### src/rtl/evt_pkg.sv
// Package for the sixteen-bit event timer: register map, fields, resets.
// Assumes a byte-wide register port clocked on the peripheral clock.
`default_nettype none
package evt_pkg;
  // ==========================================================
  // Register offsets (byte wide)
  localparam logic [3:0] CONTROL_A_REGISTER_OFS   = 4'h0;
  localparam logic [3:0] CONTROL_B_REGISTER_OFS   = 4'h1;
  localparam logic [3:0] EVENT_CONTROL_REGISTER_OFS  = 4'h4;
  localparam logic [3:0] INTCTRL_OFS = 4'h5;
  localparam logic [3:0] FLAGS_OFS   = 4'h6;
  localparam logic [3:0] STATUS_OFS  = 4'h7;
  localparam logic [3:0] CNTL_OFS    = 4'hA;
  localparam logic [3:0] CNTH_OFS    = 4'hB;
  localparam logic [3:0] CCMPL_OFS   = 4'hC;
  localparam logic [3:0] CCMPH_OFS   = 4'hD;
  // ==========================================================
  // Field positions
  localparam int ENABLE_BIT   = 0;
  localparam int SRC_LSB      = 1;
  localparam int MODE_LSB     = 0;
  localparam int PIN_EN_BIT   = 4;
  localparam int PIN_INIT_BIT = 5;
  localparam int EDGE_BIT     = 4;
  localparam int EVUSE_BIT    = 0;
  localparam int HIT_BIT      = 0;
  localparam int WRAP_BIT     = 1;
  localparam int RUN_BIT      = 0;
  // ==========================================================
  // Values
  localparam logic [15:0] BOTTOM_VAL = 16'h0000;
  localparam logic [15:0] MAX_VAL    = 16'hFFFF;
  localparam logic [7:0]  REG_RST    = 8'h00;
  localparam logic [15:0] COMPARE_CAPTURE_VALUE_RST   = 16'h0000;
  localparam logic [2:0]  PRESC_LAST = 3'h1;
  localparam logic [2:0]  SRC_DIV1   = 3'h0;
  localparam logic [2:0]  SRC_DIV2   = 3'h1;
  localparam logic [2:0]  SRC_COMP   = 3'h2;
  localparam logic [2:0]  SRC_EVENT  = 3'h7;
  localparam logic [1:0]  MODE_PERIODIC = 2'h0;
  localparam logic [1:0]  MODE_TIMEOUT  = 2'h1;
  localparam logic [1:0]  MODE_CAPTURE  = 2'h2;
  // Timeout check sequence
  typedef enum logic [1:0]
  {
    TO_IDLE = 2'b01,
    TO_RUN  = 2'b10
  } evt_to_state_t;
endpackage
`default_nettype wire

### src/rtl/evt_timer.sv
// Sixteen-bit event timer with periodic, time-out and capture modes.
// Assumes an event input and a companion tick from other clock domains.
// Operation
// - Tick from prescaler, companion or event
// - Source select picks prescaler tap, companion or event
// - Companion source follows companion timer ticks
// - Bottom is zero, max is all ones
// - Reset leaves periodic mode selected
// - Enable bit starts counting selected ticks
// - Pin enable drives waveform pin output
// - Periodic: count to top, hit, restart
// - Periodic: top below count wraps at max
// - Timeout: edge starts, next edge freezes
// - Timeout edge polarity follows edge bit
// - Timeout: reaching top raises hit flag
// - Timeout: wrap flag at max, restart
// - Frozen: reads and run writes inert
// - Capture: free run bottom to max
// - Capture: event copies count, flags hit
// - Capture edge rising or falling selectable
// - Capture: low compare read clears hit
// - Capture: wrap flag at max
// - Run status bit readable
`default_nettype none
module evt_timer
  import evt_pkg::*;
(
  input  wire logic       SYS_CLK_IN,
  input  wire logic       SYS_RST_IN,
  input  wire logic       CLK_EN_IN,
  input  wire logic [3:0] REG_ADDR_IN,
  input  wire logic [7:0] REG_WDATA_IN,
  input  wire logic       REG_WR_IN,
  input  wire logic       REG_RD_IN,
  output logic      [7:0] REG_RDATA_OUT,
  input  wire logic       EVENT_IN,
  input  wire logic       COMPANION_TICK_IN,
  input  wire logic       PORT_OUT_IN,
  output logic            WAVEFORM_PIN_OUT,
  output logic            WAVEFORM_PIN_OE_OUT,
  output logic            IRQ_OUT,
  output logic            HIT_EVENT_OUT,
  output logic            WRAP_EVENT_OUT
);
  import evt_pkg::*;

  // ==========================================================
  // Registers
  logic [7:0]    control_a_register_reg;
  logic [7:0]    control_b_register_reg;
  logic [7:0]    event_control_register_reg;
  logic [7:0]    intctrl_reg;
  logic [1:0]    flags_reg;
  logic [15:0]   counter_value_reg;
  logic [15:0]   compare_capture_value_reg;
  logic [7:0]    cnt_hi_tmp_reg;
  logic [7:0]    compare_capture_value_lo_tmp_reg;
  logic [7:0]    rdata_reg;
  logic          wave_reg;
  logic          hit_ev_reg;
  logic          wrap_ev_reg;
  evt_to_state_t to_state_reg;

  logic       enable;
  logic [2:0] tick_source_select;
  logic [1:0] mode;
  logic       edge_sel;
  logic       frozen;
  assign enable             = control_a_register_reg[ENABLE_BIT];
  assign tick_source_select = control_a_register_reg[SRC_LSB +: 3];
  assign mode               = control_b_register_reg[MODE_LSB +: 2];
  assign edge_sel           = event_control_register_reg[EDGE_BIT];
  assign frozen = (mode == MODE_TIMEOUT) && (to_state_reg == TO_IDLE);

  // ==========================================================
  // Input synchronisers, three stages each
  logic [2:0] ev_sync_reg;
  logic [2:0] comp_sync_reg;
  logic       ev_level_reg;
  logic       comp_level_reg;

  always_ff @(posedge SYS_CLK_IN or posedge SYS_RST_IN)
  begin
    if (SYS_RST_IN)
    begin
      ev_sync_reg    <= 3'h0;
      comp_sync_reg  <= 3'h0;
      ev_level_reg   <= 1'b0;
      comp_level_reg <= 1'b0;
    end
    else if (CLK_EN_IN)
    begin
      ev_sync_reg   <= {ev_sync_reg[1:0], EVENT_IN};
      comp_sync_reg <= {comp_sync_reg[1:0], COMPANION_TICK_IN};
      // Level moves only when stages two and three agree
      if (ev_sync_reg[1] == ev_sync_reg[2])
        ev_level_reg <= ev_sync_reg[2];
      if (comp_sync_reg[1] == comp_sync_reg[2])
        comp_level_reg <= comp_sync_reg[2];
    end
  end

  logic ev_prev_reg;
  logic comp_prev_reg;
  logic ev_edge;
  logic comp_tick;
  always_ff @(posedge SYS_CLK_IN or posedge SYS_RST_IN)
  begin
    if (SYS_RST_IN)
    begin
      ev_prev_reg   <= 1'b0;
      comp_prev_reg <= 1'b0;
    end
    else if (CLK_EN_IN)
    begin
      ev_prev_reg   <= ev_level_reg;
      comp_prev_reg <= comp_level_reg;
    end
  end
  // Event edge polarity chosen by the edge bit; companion tick on rising edge only
  assign ev_edge = edge_sel ? (ev_prev_reg && !ev_level_reg)
                            : (!ev_prev_reg && ev_level_reg);
  assign comp_tick = !comp_prev_reg && comp_level_reg;

  // ==========================================================
  // Tick selection
  logic       presc_reg;
  logic       tick;
  always_ff @(posedge SYS_CLK_IN or posedge SYS_RST_IN)
  begin
    if (SYS_RST_IN)
      presc_reg <= 1'b0;
    else if (CLK_EN_IN && enable)
      presc_reg <= ~presc_reg;
  end

  always_comb
  begin
    case (tick_source_select)
      SRC_DIV1:  tick = 1'b1;
      SRC_DIV2:  tick = presc_reg;
      SRC_COMP:  tick = comp_tick;
      // Event as tick is only sensible in periodic mode
      SRC_EVENT: tick = (mode == MODE_PERIODIC) ? ev_edge : 1'b1;
      default:   tick = 1'b1;
    endcase
  end

  // ==========================================================
  // Counter core
  logic running;
  logic at_top;
  logic at_max;
  logic adv;
  logic cnt_wr_lo;
  logic cnt_wr_hi;
  logic compare_capture_value_wr_lo;
  logic capture;
  logic start_ev;
  logic stop_ev;
  assign at_top  = counter_value_reg == compare_capture_value_reg;
  assign at_max  = counter_value_reg == MAX_VAL;
  assign start_ev = (mode == MODE_TIMEOUT) && frozen && ev_edge;
  assign stop_ev  = (mode == MODE_TIMEOUT) && !frozen && ev_edge;
  assign running = enable && !frozen;
  assign adv     = CLK_EN_IN && running && tick;
  assign capture = CLK_EN_IN && enable && (mode == MODE_CAPTURE)
                   && ev_edge;
  assign cnt_wr_lo = REG_WR_IN && REG_ADDR_IN == CNTL_OFS;
  assign cnt_wr_hi = REG_WR_IN && REG_ADDR_IN == CNTH_OFS;
  assign compare_capture_value_wr_lo = REG_WR_IN && REG_ADDR_IN == CCMPL_OFS;

  logic hit_now;
  logic wrap_now;
  always_comb
  begin
    hit_now  = 1'b0;
    wrap_now = 1'b0;
    if (adv)
    begin
      case (mode)
        MODE_PERIODIC, MODE_TIMEOUT:
        begin
          hit_now  = at_top;
          wrap_now = at_max && !at_top;
        end
        MODE_CAPTURE: wrap_now = at_max;
        default: ;
      endcase
    end
    if (capture)
      hit_now = 1'b1;
  end

  always_ff @(posedge SYS_CLK_IN or posedge SYS_RST_IN)
  begin
    if (SYS_RST_IN)
      counter_value_reg <= BOTTOM_VAL;
    else if (CLK_EN_IN)
    begin
      // Software write wins over counting
      if (cnt_wr_lo)
        counter_value_reg <= {cnt_hi_tmp_reg, REG_WDATA_IN};
      else if (start_ev && enable)
        counter_value_reg <= BOTTOM_VAL;
      else if (adv)
      begin
        if (mode != MODE_CAPTURE && at_top)
          counter_value_reg <= BOTTOM_VAL;
        else
          counter_value_reg <= counter_value_reg + 16'h0001;
      end
    end
  end

  always_ff @(posedge SYS_CLK_IN or posedge SYS_RST_IN)
  begin
    if (SYS_RST_IN)
      to_state_reg <= TO_IDLE;
    else if (CLK_EN_IN)
    begin
      case (to_state_reg)
        TO_IDLE:
          if (enable && start_ev)
            to_state_reg <= TO_RUN;
        TO_RUN:
          // Disabling drops back to the frozen state
          if (!enable || stop_ev)
            to_state_reg <= TO_IDLE;
        default: to_state_reg <= TO_IDLE;
      endcase
    end
  end

  // ==========================================================
  // Register writes
  always_ff @(posedge SYS_CLK_IN or posedge SYS_RST_IN)
  begin
    if (SYS_RST_IN)
    begin
      control_a_register_reg   <= REG_RST;
      control_b_register_reg   <= REG_RST;
      event_control_register_reg  <= REG_RST;
      intctrl_reg <= REG_RST;
    end
    else if (CLK_EN_IN && REG_WR_IN)
    begin
      case (REG_ADDR_IN)
        CONTROL_A_REGISTER_OFS:   control_a_register_reg   <= REG_WDATA_IN;
        CONTROL_B_REGISTER_OFS:   control_b_register_reg   <= REG_WDATA_IN;
        EVENT_CONTROL_REGISTER_OFS:  event_control_register_reg  <= REG_WDATA_IN;
        INTCTRL_OFS: intctrl_reg <= REG_WDATA_IN;
        // Run status writes are ignored, frozen or not
        default: ;
      endcase
    end
  end

  // High count byte waits; the low byte write commits the pair
  always_ff @(posedge SYS_CLK_IN or posedge SYS_RST_IN)
  begin
    if (SYS_RST_IN)
      cnt_hi_tmp_reg <= REG_RST;
    else if (CLK_EN_IN && cnt_wr_hi)
      cnt_hi_tmp_reg <= REG_WDATA_IN;
  end

  // Low compare byte waits so a half-written TOP never matches
  always_ff @(posedge SYS_CLK_IN or posedge SYS_RST_IN)
  begin
    if (SYS_RST_IN)
      compare_capture_value_lo_tmp_reg <= REG_RST;
    else if (CLK_EN_IN && compare_capture_value_wr_lo)
      compare_capture_value_lo_tmp_reg <= REG_WDATA_IN;
  end

  // Compare value: high byte write commits the pair
  always_ff @(posedge SYS_CLK_IN or posedge SYS_RST_IN)
  begin
    if (SYS_RST_IN)
      compare_capture_value_reg <= COMPARE_CAPTURE_VALUE_RST;
    else if (CLK_EN_IN)
    begin
      if (capture)
        compare_capture_value_reg <= counter_value_reg;
      else if (REG_WR_IN && REG_ADDR_IN == CCMPH_OFS)
        compare_capture_value_reg <= {REG_WDATA_IN, compare_capture_value_lo_tmp_reg};
    end
  end

  // ==========================================================
  // Flags: set beats clear
  logic ccmpl_rd;
  logic [1:0] flag_clr;
  assign ccmpl_rd = REG_RD_IN && REG_ADDR_IN == CCMPL_OFS;
  always_comb
  begin
    flag_clr = 2'b00;
    if (REG_WR_IN && REG_ADDR_IN == FLAGS_OFS)
      flag_clr = REG_WDATA_IN[1:0];
    // Read of low compare byte clears hit, in capture mode only
    if (ccmpl_rd && mode == MODE_CAPTURE)
      flag_clr[HIT_BIT] = 1'b1;
  end

  always_ff @(posedge SYS_CLK_IN or posedge SYS_RST_IN)
  begin
    if (SYS_RST_IN)
    begin
      flags_reg   <= 2'b00;
      hit_ev_reg  <= 1'b0;
      wrap_ev_reg <= 1'b0;
    end
    else if (CLK_EN_IN)
    begin
      flags_reg[HIT_BIT]  <= hit_now ||
                             (flags_reg[HIT_BIT] && !flag_clr[HIT_BIT]);
      flags_reg[WRAP_BIT] <= wrap_now ||
                             (flags_reg[WRAP_BIT] && !flag_clr[WRAP_BIT]);
      hit_ev_reg  <= hit_now;
      wrap_ev_reg <= wrap_now;
    end
  end
  assign HIT_EVENT_OUT  = hit_ev_reg;
  assign WRAP_EVENT_OUT = wrap_ev_reg;
  assign IRQ_OUT = |(flags_reg & intctrl_reg[1:0]);

  // ==========================================================
  // Waveform: toggles on each hit, initial level from control
  always_ff @(posedge SYS_CLK_IN or posedge SYS_RST_IN)
  begin
    if (SYS_RST_IN)
      wave_reg <= 1'b0;
    else if (CLK_EN_IN)
    begin
      if (!enable)
        wave_reg <= control_b_register_reg[PIN_INIT_BIT];
      else if (hit_now)
        wave_reg <= ~wave_reg;
    end
  end
  // Pin enable overrides the port latch
  assign WAVEFORM_PIN_OUT = control_b_register_reg[PIN_EN_BIT] ? wave_reg : PORT_OUT_IN;
  // Pin is always driven, by the port value or the waveform
  assign WAVEFORM_PIN_OE_OUT = 1'b1;

  // ==========================================================
  // Read path, data one cycle after the strobe
  always_ff @(posedge SYS_CLK_IN or posedge SYS_RST_IN)
  begin
    if (SYS_RST_IN)
      rdata_reg <= REG_RST;
    else if (CLK_EN_IN)
    begin
      rdata_reg <= REG_RST;
      if (REG_RD_IN)
      begin
        case (REG_ADDR_IN)
          CONTROL_A_REGISTER_OFS:   rdata_reg <= control_a_register_reg;
          CONTROL_B_REGISTER_OFS:   rdata_reg <= control_b_register_reg;
          EVENT_CONTROL_REGISTER_OFS:  rdata_reg <= event_control_register_reg;
          INTCTRL_OFS: rdata_reg <= intctrl_reg;
          FLAGS_OFS:   rdata_reg <= {6'h00, flags_reg};
          STATUS_OFS:  rdata_reg <= {7'h00, running};
          CNTL_OFS:    rdata_reg <= counter_value_reg[7:0];
          CNTH_OFS:    rdata_reg <= counter_value_reg[15:8];
          CCMPL_OFS:   rdata_reg <= compare_capture_value_reg[7:0];
          CCMPH_OFS:   rdata_reg <= compare_capture_value_reg[15:8];
          default:     rdata_reg <= REG_RST;
        endcase
      end
    end
  end
  assign REG_RDATA_OUT = rdata_reg;
endmodule
`default_nettype wire

### config.mk
export PLATFORM = sky130hd
export DESIGN_NAME = evt_timer
export DESIGN_NICKNAME = d
export VERILOG_FILES = /design/src/rtl/evt_pkg.sv /design/src/rtl/evt_timer.sv
export SDC_FILE = /design/constraint.sdc
export NUM_CORES = 1
export LEC_CHECK = 0
export BUFFER_PORTS_ARGS = -buffer_cell sky130_fd_sc_hd__buf_2
export CAP_MARGIN = 20
export CORE_UTILIZATION = 30
export CTS_CLUSTER_SIZE = 10
export DETAILED_ROUTE_END_ITERATION = 10
export SYNTH_ARGS = -nofsm -noshare
export SYNTH_HDL_FRONTEND = slang
export SYNTH_SLANG_ARGS = --single-unit
### constraint.sdc
create_clock -name SYS_CLK_IN -period 3.9 [get_ports SYS_CLK_IN]
set_input_delay 0.195 -clock SYS_CLK_IN [delete_from_list [all_inputs] [get_ports SYS_CLK_IN]]
set_output_delay 0.195 -clock SYS_CLK_IN [all_outputs]
set_load 0.01 [all_outputs]
==> impl_metrics.env, run 1 <==
export IMPL_fin_skew_ps=8.22
export IMPL_die_w_um=140
export IMPL_dp_hpwl_um=11200
export IMPL_drv_slew=0
export IMPL_yosys_area_share_simple=0.121
export IMPL_synthesis_nets=552
export IMPL_worstPathArrival_ps=2790
export IMPL_finalHoldViolCount=0
export IMPL_synth_cell_type_count=69
export IMPL_clk_pin_slew_ps=70
export IMPL_grt_use_total=0.174
export IMPL_power_density_nw_per_um2=513
export IMPL_critPathBufInv=0
export IMPL_diodes=0
export IMPL_drive_gt1_frac=0.232
export IMPL_drtPass1Iterations=5
export IMPL_synth_common_cells="dfrtp_1 (105), mux2_2 (59), nand2_1 (50), o21ai_0 (33), a22o_1 (19)"
export IMPL_drt_iter0_drc=321
export IMPL_grt_max_degree=88
export IMPL_maxSlewHeadroom=0.259
export IMPL_synth_fa_ha_area_frac=0.00220
export IMPL_io_buffers=31
export IMPL_ys_warn_count=0
export IMPL_setup_violations=0
export IMPL_syn2layout_area_growth_pct=10.7
export IMPL_worstSetupPathType="flop to flop"
export IMPL_drc_errors=0
export IMPL_core_area_sq_um=18600
export IMPL_cpMaxStageDelayCell="dfrtp_1"
export IMPL_hold_class="input pin to flop"
export IMPL_worst_slack_ps=1360
export IMPL_via_per_inst=5.59
export IMPL_synth_top_family_by_area="compound AO/OA/AOI/OAI gates"
export IMPL_routedWlPerCell_um=20.8
export IMPL_critPathLaunchType="flop"
export IMPL_fin_util=0.338
export IMPL_num_vias=4346
export IMPL_tightest_slew_ps=1110
export IMPL_maxCapViolations=0
export IMPL_cts_buffers=9
export IMPL_crit_path_end_kind="flop"
export IMPL_ir_drop_mv=0.335
export IMPL_yosysSeqAreaShare=0.466
export IMPL_fin_hold_ws_ps=75.1
export IMPL_synth_xor_area_frac=0.0261
export IMPL_syn_cell_area_sq_um=5700
export IMPL_avgSynthCellArea_sq_um=10.7
export IMPL_crit_required_ps=4150
export IMPL_die_area_sq_um=19500
export IMPL_synth_compound_area_frac=0.179
export IMPL_period_minus_slack_ps=2540
export IMPL_root_buffer="clkbuf_16"
export IMPL_postCtsSetupBuffers=0
export IMPL_fmax_mhz=394
export IMPL_cts_sinks=106
export IMPL_rows=50
export IMPL_clockBufferDepth=2
export IMPL_die_height_um=140
export IMPL_boundaryPins=33
export IMPL_syn_instance_count=531
export IMPL_setup_tns_ps=0
export IMPL_critPathMaxFanout=18
export IMPL_layout_nets=560
export IMPL_grt_pass1_vias=4271
export IMPL_grt_setup_unrepaired="no"
export IMPL_nFillCells=1887
export IMPL_synth_most_common_cell="dfrtp_1"
export IMPL_synthMuxAreaShare=0.156
export IMPL_place_gp_congestion=0.891
export IMPL_path_delay_family="compound AO/OA/AOI/OAI gates"
export IMPL_synth_edf_count=0
export IMPL_route_antenna_remaining_nets=0
export IMPL_cp_cell_sequence="xor2_1 -> nor4_1 -> nand4_1 -> o21ai_4 -> o21ai_0 -> a22o_1"
export IMPL_synth_area_leader_cell="dfrtp_1"
export IMPL_grt_pass1_wl_um=25700
export IMPL_synthTopCellsByArea="dfrtp_1 (46%), mux2_2 (12%), nand2_1 (3.3%)"
export IMPL_clock_latency_ps=350
export IMPL_outcome="complete, no violations"
export IMPL_power_leakage_nw=2.68
export IMPL_power_mw=3.24
export IMPL_synth_top_area_share=0.461
export IMPL_grt_overflow=0
export IMPL_ys_flop_type="dfrtp_1"
export IMPL_wl_um=16200
export IMPL_critPathMaxStageDelay_ps=510
export IMPL_ys_ff_latch=106
export IMPL_htree_levels=3
export IMPL_period_share=0.651
export IMPL_cts_tree="built"
export IMPL_grt_antenna_before_repair=0
export IMPL_async_flop_share=1.00
export IMPL_place_ws_ps=1110
export IMPL_start_util=0.306
-- power breakdown --
group	leakage [nW]	switching, mW	internal, mW	total [mW]
clock	0.146	0.401	0.536	0.937
sequential	1.36	0.280	1.33	1.61
combinational	1.17	0.362	0.331	0.693
-- cell type report --
cell class	count	area (sq um)	area share
clock buffer	13	260	0.0413
clock inverter	3	46.3	0.00734
inverter	16	62.6	0.00992
multi-input combinational	369	2770	0.439
sequential	106	2650	0.421
tap	234	293	0.0464
timing repair buffer	37	223	0.0353
-- cells by family (layout without fill, tap and decap cells) --
family	count (synthesis)	after routing
adder cells (fa/ha/maj)	1	1
AO/OA/AOI/OAI	139	139
flip-flops	106	106
multiplexers	79	79
other	1	1
AND/OR/NAND/NOR	132	132
buffers and inverters	56	69
XOR/XNOR	17	17
-- routing by layer --
| layer | GRT usage | vias to the layer above | wire [um] | part of all wire |
|---|---|---|---|---|
| li1 | - | 1972 | - | - |
| met1 | 0.247 | 2171 | 7520 | 0.46 |
| met2 | 0.265 | 177 | 7310 | 0.45 |
| met3 | 0.0358 | 26 | 1000 | 0.062 |
| met4 | 0.0503 | 0 | 346 | 0.021 |
| met5 | 0 | - | 0 | 0 |
-- final timing paths --
path / startpoint / to / slack (ps) / depth (start not counted)
max in group asynchronous: SYS_RST_IN / comp_sync_reg[0]$_DFFE_PP0P_ / 2950 / 4
min in group asynchronous: SYS_RST_IN / event_control_register_reg[6]$_DFFE_PP0P_ / 310 / 3
setup reg to reg: counter_value_reg[14]$_DFFE_PP0P_ / counter_value_reg[10]$_DFFE_PP0P_ / 1360 / 6
setup / recovery: counter_value_reg[14]$_DFFE_PP0P_ / counter_value_reg[10]$_DFFE_PP0P_ / 1360 / 6
hold / removal: EVENT_IN / ev_sync_reg[0]$_DFFE_PP0P_ / 80 / 2
hold reg to reg: presc_reg$_DFFE_PP0P_ / presc_reg$_DFFE_PP0P_ / 480 / 1
-- metrics by stage --
stage / cells / cell area [sq um]
2_1_floorplan: 531 / 5700
3_3_place_gp: 760 / 5960
3_5_place_dp: 760 / 5960
4_1_cts: 776 / 6270
5_1_grt: 778 / 6310
6_report: 778 / 6310
-- cell usage in the layout, fill, tap and decap left out, drive strengths merged, types with 8 or more instances in the layout --
cell     synthesis  layout
xor2            16      16
o2bb2ai          8       8
nor2            16      16
mux2            59      59
o21ai           38      38
a21oi           10      10
clkbuf          19      13
nor3            14      14
dfrtp          105     105
a22oi           12      12
nand2b           8       8
nand2           50      50
buf             21      36
nand3           11      11
o31ai            8       8
a22o            19      19
inv             16      17
mux2i           18      18
-- what timing repair did --
item | 4_1_cts | 5_1_grt
hold buffers | 0 | 1
endpoints found under the hold margin | 0 | 12
resized for setup | 0 | 0
No activity file was read; power rests on OpenSTA's default activity.
==> inputs of run 2 (changes only) <==
Clock period 3.9 ns to 2.2 ns, I/O delays scaled along.
==> run 2 against run 1 <==
  * Clock power rose by 89%
  * Flip-flop and latch count is the same
  * Via count grew 2.7%
  * Non-clock buffer count rose by 42
  * Routed wire length is 3.8% higher
  * Cell area is 6.0% higher
  * Worst setup slack lost 1200 ps
  * Hold slack better by 76 ps
  * Die area stayed put
  * Sequential power is 68% higher
  * Clock-buffer cell count stayed put
  * Critical path depth up 1
  * Largest cell class unchanged
==> impl_metrics.env, run 2 (synthesis results as in run 1) <==
export IMPL_drive_gt1_frac=0.289
export IMPL_grt_max_degree=107
export IMPL_grt_use_total=0.180
export IMPL_drc_errors=0
export IMPL_fmax_mhz=479
export IMPL_rrSetupSlack_ps=110
export IMPL_fin_cells=819
export IMPL_maxCapViolations=0
export IMPL_die_area_sq_um=19500
export IMPL_finalHoldViolCount=0
export IMPL_final_cell_mix="dfrtp_1 (105), mux2_2 (59), nand2_1 (50), buf_4 (42), o21ai_0 (33)"
export IMPL_setup_violations=0
export IMPL_critPathMaxFanout=4
export IMPL_crit_path_end="wave_reg$_DFFE_PP0P_"
export IMPL_r2r_start="event_control_register_reg[4]$_DFFE_PP0P_"
export IMPL_cts_buffers=9
export IMPL_layout_nets=602
export IMPL_ir_drop_mv=0.417
export IMPL_drv_slew=0
export IMPL_grt_setup_unrepaired="no"
export IMPL_grt_pass1_vias=4525
export IMPL_seq_area_sq_um=2650
export IMPL_grt_overflow=0
export IMPL_power_mw=6.08
export IMPL_dp_cells=801
export IMPL_htree_levels=3
export IMPL_clock_latency_ps=350
export IMPL_num_vias=4463
export IMPL_multiInputGateArea_sq_um=2800
export IMPL_die_height_um=140
export IMPL_start_util=0.306
export IMPL_clk_pin_slew_ps=70
export IMPL_io_buffers=31
export IMPL_final_common_cell="dfrtp_1"
export IMPL_postCtsSetupBuffers=0
export IMPL_r2r_end="wave_reg$_DFFE_PP0P_"
export IMPL_drtPass1Iterations=7
export IMPL_startpoint="event_control_register_reg[4]$_DFFE_PP0P_"
export IMPL_syn2layout_area_growth_pct=17.4
export IMPL_place_gp_congestion=0.895
export IMPL_diodes=0
export IMPL_route_antenna_remaining_nets=0
export IMPL_power_leakage_nw=2.89
export IMPL_boundaryPins=33
export IMPL_worstSetupPathType="flop to flop"
export IMPL_maxSlewHeadroom=0.541
export IMPL_crit_required_ps=2450
export IMPL_critPathLaunchType="flop"
export IMPL_cts_sinks=106
export IMPL_root_buffer="clkbuf_16"
export IMPL_setup_tns_ps=0
export IMPL_cts_tree="built"
export IMPL_grt_pass1_wl_um=26700
export IMPL_grt_antenna_before_repair=0
export IMPL_outcome="complete, no violations"
export IMPL_power_density_nw_per_um2=909
export IMPL_rows=50
export IMPL_wl_um=16800
export IMPL_tightest_slew_ps=688
export IMPL_fin_skew_ps=9.05
export IMPL_period_share=0.949
export IMPL_routedWlPerCell_um=20.5
export IMPL_clockBufferDepth=2
export IMPL_via_per_inst=5.45
export IMPL_nFillCells=1864
export IMPL_die_w_um=140
export IMPL_worstPathArrival_ps=2330
export IMPL_period_minus_slack_ps=2090
export IMPL_dp_hpwl_um=12000
export IMPL_crit_path_end_kind="flop"
export IMPL_rr_worst_depth=7
export IMPL_hold_class="input pin to flop"
export IMPL_drt_iter0_drc=427
export IMPL_core_area_sq_um=18600
-- run 2: cell count changes in the layout (fill, tap and decap cells not counted) --
| cell | previous run | this run |
|---|---|---|
| nor4_2 | 0 | 2 |
| bufinv_16 | 1 | 2 |
| dlygate4sd3_1 | 1 | 3 |
| inv_4 | 1 | 0 |
| o211a_4 | 0 | 1 |
| a2bb2oi_2 | 0 | 1 |
| a2bb2oi_1 | 2 | 1 |
| buf_16 | 1 | 0 |
| inv_6 | 1 | 0 |
| buf_12 | 0 | 3 |
| nor4_1 | 4 | 2 |
| o211a_1 | 1 | 0 |
| buf_4 | 4 | 42 |
-- run 2: layout make-up --
class | count | area share
clock buffers | 13 | 0.0389
clock inverters | 2 | 0.00898
inverters | 16 | 0.00954
multi-input cells | 369 | 0.418
flip-flops and latches | 106 | 0.397
well taps | 234 | 0.0438
repair buffers | 79 | 0.0838
-- run 2: how the worst min path moves through the flow --
stage	to	cells after the start	slack (ps)	from
CTS	intctrl_reg[1]$_DFFE_PP0P_	3	140	REG_WDATA_IN[1]
floorplan	counter_value_reg[4]$_DFFE_PP0P_	2	260	REG_WDATA_IN[4]
finish	intctrl_reg[1]$_DFFE_PP0P_	3	150	REG_WDATA_IN[1]
global route	intctrl_reg[1]$_DFFE_PP0P_	3	160	REG_WDATA_IN[1]
global placement	intctrl_reg[6]$_DFFE_PP0P_	3	320	SYS_RST_IN
detailed placement	intctrl_reg[6]$_DFFE_PP0P_	3	320	SYS_RST_IN
-- run 2: power breakdown --
group          switching [mW]  total, mW  internal [mW]  leakage (nW)
clock network           0.712       1.77           1.06         0.156
registers               0.352       2.71           2.36          1.36
logic                   0.853       1.60          0.745          1.37
-- run 2: timing repair --
item,4_1_cts,5_1_grt
hold endpoints to repair,107,0
hold buffers,3,0
endpoints found under the setup margin,0,16
gates resized for setup,0,4
-- run 2: worst max-delay path, cell delays in order (launching register included) --
cell and delay (ps):
dfrtp_1 410, and3b_1 190, or4_1 530, o211a_4 190
a31oi_1 280, buf_4 190, o211ai_1 80, o21a_1 120
-- run 2: through the flow --
step | hold slack (ps) | instance area [sq um] | worst slack, ps | utilization
3_5_place_dp | 323 | 6310 | 53.4 | 0.339
3_3_place_gp | 318 | 6310 | 82.1 | 0.339
6_report | 151 | 6690 | 113 | 0.359
4_1_cts | 142 | 6660 | 39.3 | 0.357
5_1_grt | 164 | 6690 | 13.2 | 0.359
2_1_floorplan | 256 | 5700 | 252 | -
-- run 2: layer usage --
metal | GRT usage | up-vias | routed length [um] | part of all wire
met5 | 0 | - | 0 | 0
met4 | 0.0763 | 0 | 443 | 0.026
met3 | 0.0361 | 28 | 1140 | 0.068
met2 | 0.279 | 181 | 7820 | 0.47
met1 | 0.245 | 2210 | 7390 | 0.44
li1 | - | 2044 | - | -
==> inputs of run 3 (changes only) <==
Settings changed: ABC_AREA set to 1, HOLD_SLACK_MARGIN set to 0.15, SETUP_SLACK_MARGIN set to 0.05.
==> run 3 against run 2 <==
  * Sequential share of layout area fell by 0.33 points
  * Cell area rose by 0.84%
  * Register-to-register slack improved by 200 ps
  * Die area rose by 2.4%
  * Largest cell class unchanged
  * Highest routed layer unchanged
==> impl_metrics.env, run 3 <==
export IMPL_place_gp_congestion=0.931
export IMPL_io_buffers=31
export IMPL_cts_sinks=106
export IMPL_synth_common_cells="nand2_1 (294), dfrtp_1 (105), inv_1 (75), o21ai_0 (69), nand3_1 (49)"
export IMPL_tightest_slew_ps=788
export IMPL_ys_flop_type="dfrtp_1"
export IMPL_num_vias=5256
export IMPL_syn_instance_count=781
export IMPL_period_minus_slack_ps=1880
export IMPL_critPathMaxStageDelay_ps=460
export IMPL_yosysSeqAreaShare=0.455
export IMPL_synthTopCellsByArea="dfrtp_1 (45%), nand2_1 (19%), o21ai_0 (5.9%)"
export IMPL_synth_edf_count=0
export IMPL_setup_violations=0
export IMPL_drt_iter0_drc=498
export IMPL_maxCapViolations=0
export IMPL_drtPass1Iterations=5
export IMPL_cts_tree="built"
export IMPL_layout_nets=845
export IMPL_grt_antenna_before_repair=0
export IMPL_final_cell_mix="nand2_1 (294), dfrtp_1 (105), inv_1 (74), o21ai_0 (69), nand3_1 (49)"
export IMPL_outcome="complete, no violations"
export IMPL_power_density_nw_per_um2=854
export IMPL_diodes=0
export IMPL_dp_cells=1061
export IMPL_ir_drop_mv=0.314
export IMPL_clk_pin_slew_ps=80
export IMPL_worstSetupPathType="flop to flop"
export IMPL_grt_use_total=0.184
export IMPL_final_common_cell="nand2_1"
export IMPL_wl_um=17300
export IMPL_fin_cells=1089
export IMPL_drive_gt1_frac=0.127
export IMPL_drv_slew=0
export IMPL_grt_max_degree=35
export IMPL_root_buffer="clkbuf_16"
export IMPL_synth_cell_type_count=38
export IMPL_ys_warn_count=0
export IMPL_path_common_cell="nand2_1"
export IMPL_async_flop_share=1.00
export IMPL_core_area_sq_um=18900
export IMPL_synthesis_nets=802
export IMPL_routedWlPerCell_um=15.9
export IMPL_die_height_um=141
export IMPL_start_util=0.309
export IMPL_synth_top_area_share=0.450
export IMPL_clock_latency_ps=370
export IMPL_grt_overflow=0
export IMPL_critPathBufInv=0
export IMPL_fin_skew_ps=9.46
export IMPL_maxSlewHeadroom=0.475
export IMPL_period_share=0.856
export IMPL_die_area_sq_um=20000
export IMPL_worstPathArrival_ps=2180
export IMPL_htree_levels=3
export IMPL_grt_pass1_vias=5028
export IMPL_drc_errors=0
export IMPL_finalHoldViolCount=0
export IMPL_avgSynthCellArea_sq_um=7.47
export IMPL_die_w_um=141
export IMPL_syn_cell_area_sq_um=5840
export IMPL_syn2layout_area_growth_pct=15.5
export IMPL_rows=50
export IMPL_grt_pass1_wl_um=27600
export IMPL_cts_buffers=9
export IMPL_fmax_mhz=531
export IMPL_crit_required_ps=2500
export IMPL_clockBufferDepth=2
export IMPL_boundaryPins=33
export IMPL_path_delay_family="simple AND/OR/NAND/NOR gates"
export IMPL_grt_setup_unrepaired="no"
export IMPL_synth_most_common_cell="nand2_1"
export IMPL_setup_tns_ps=0
export IMPL_ys_ff_latch=106
export IMPL_route_antenna_remaining_nets=0
export IMPL_via_per_inst=4.83
export IMPL_crit_path_end_kind="flop"
export IMPL_postCtsSetupBuffers=0
export IMPL_critPathLaunchType="flop"
export IMPL_power_leakage_nw=3.33
export IMPL_critPathMaxFanout=6
export IMPL_cp_cell_sequence="ha_1 -> nand2_1 -> nor2_2 -> nand2_1 -> nor2_4 -> nand3_1 -> nor3_2 -> nand4_1 -> o21ai_1"
export IMPL_hold_class="input pin to flop"
export IMPL_cpMaxStageDelayCell="dfrtp_1"
export IMPL_synth_area_leader_cell="dfrtp_1"
export IMPL_dp_hpwl_um=13000
[run 3: changes by cell type after synthesis, sizes merged, moves of 17 or more]
cell,previous run,this run
a22o,19,2
o21ai,38,71
nand2,50,299
mux2i,18,0
nor2,16,44
inv,16,89
nand3,11,57
mux2,59,0
[run 3: final cells by class]
class | instances | area, sq um
clock buffer | 11 | 253
clock inverter | 5 | 45.0
fill | 2026 | 12100
inverter | 90 | 347
multi-input combinational | 562 | 2720
sequential | 106 | 2650
tap | 260 | 325
timing repair buffer | 55 | 403
[run 3: logic make-up (layout without fill, tap and decap cells)]
family	count (synthesis)	count (layout)	synth area share
other	1	1	0.000642
xor gates and xnor gates	20	20	0.0300
and+or+nand+nor	422	422	0.313
AOI/OAI and AO/OA	118	118	0.119
adders and majority gates	1	1	0.00214
DFF	106	106	0.455
buffers and inverters	113	161	0.0806
[run 3: repair_timing]
action | CTS | global route
endpoints found under the hold margin | 44 | 0
resized for setup | 0 | 1
endpoints found under the setup margin | 0 | 1
hold buffers | 12 | 0
[run 3: final timing paths]
| check | cells after the start | from | endpoint | slack [ps] |
|---|---|---|---|---|
| worst max-delay path | 9 | counter_value_reg[0]$_DFFE_PP0P_ | flags_reg[1]$_DFFE_PP0P_ | 320 |
| worst min-delay path | 4 | REG_RD_IN | flags_reg[0]$_DFFE_PP0P_ | 200 |
| worst max register to register | 9 | counter_value_reg[0]$_DFFE_PP0P_ | flags_reg[1]$_DFFE_PP0P_ | 320 |
| worst min register to register | 2 | comp_sync_reg[1]$_DFFE_PP0P_ | comp_sync_reg[1]$_DFFE_PP0P_ | 470 |
| max in group asynchronous | 4 | SYS_RST_IN | cnt_hi_tmp_reg[0]$_DFFE_PP0P_ | 1210 |
| min in group asynchronous | 3 | SYS_RST_IN | REG_RDATA_OUT[1]$_DFFE_PP0P_ | 410 |
[run 3: per-stage QoR]
stage / total power, mW / area, sq um / worst slack [ps] / util / hold WS [ps]
final: 5.76 / 6740 / 316 / 0.357 / 198
after detailed placement: 4.11 / 6320 / 250 / 0.335 / 282
after floorplan: 3.66 / 5840 / 595 / - / 227
after global placement: 4.09 / 6320 / 254 / 0.335 / 270
after CTS: 5.77 / 6740 / 252 / 0.357 / 178
after global routing: 6.11 / 6740 / 102 / 0.357 / 193
[run 3: worst register-to-register path, stage by stage (launching register included)]
cell     delay (ps)
dfrtp_1         460
ha_1            230
nand2_1          90
nor2_2          170
nand2_1         130
nor2_4          170
nand3_1         130
nor3_2          170
nand4_1         160
o21ai_1         110
[run 3: metal layers]
layer / vias up / track usage / wire length [um]
li1: 2605 / - / -
met1: 2464 / 0.247 / 7970
met2: 160 / 0.295 / 8060
met3: 27 / 0.0327 / 848
met4: 0 / 0.0662 / 425
met5: - / 0 / 0
[run 3: report_power, final]
part / internal (mW) / total (mW) / switching [mW] / leakage, nW
registers: 2.35 / 2.68 / 0.334 / 1.37
clock network: 0.848 / 1.65 / 0.803 / 0.144
logic: 0.541 / 1.43 / 0.886 / 1.82
total: 3.73 / 5.76 / 2.02 / 3.33
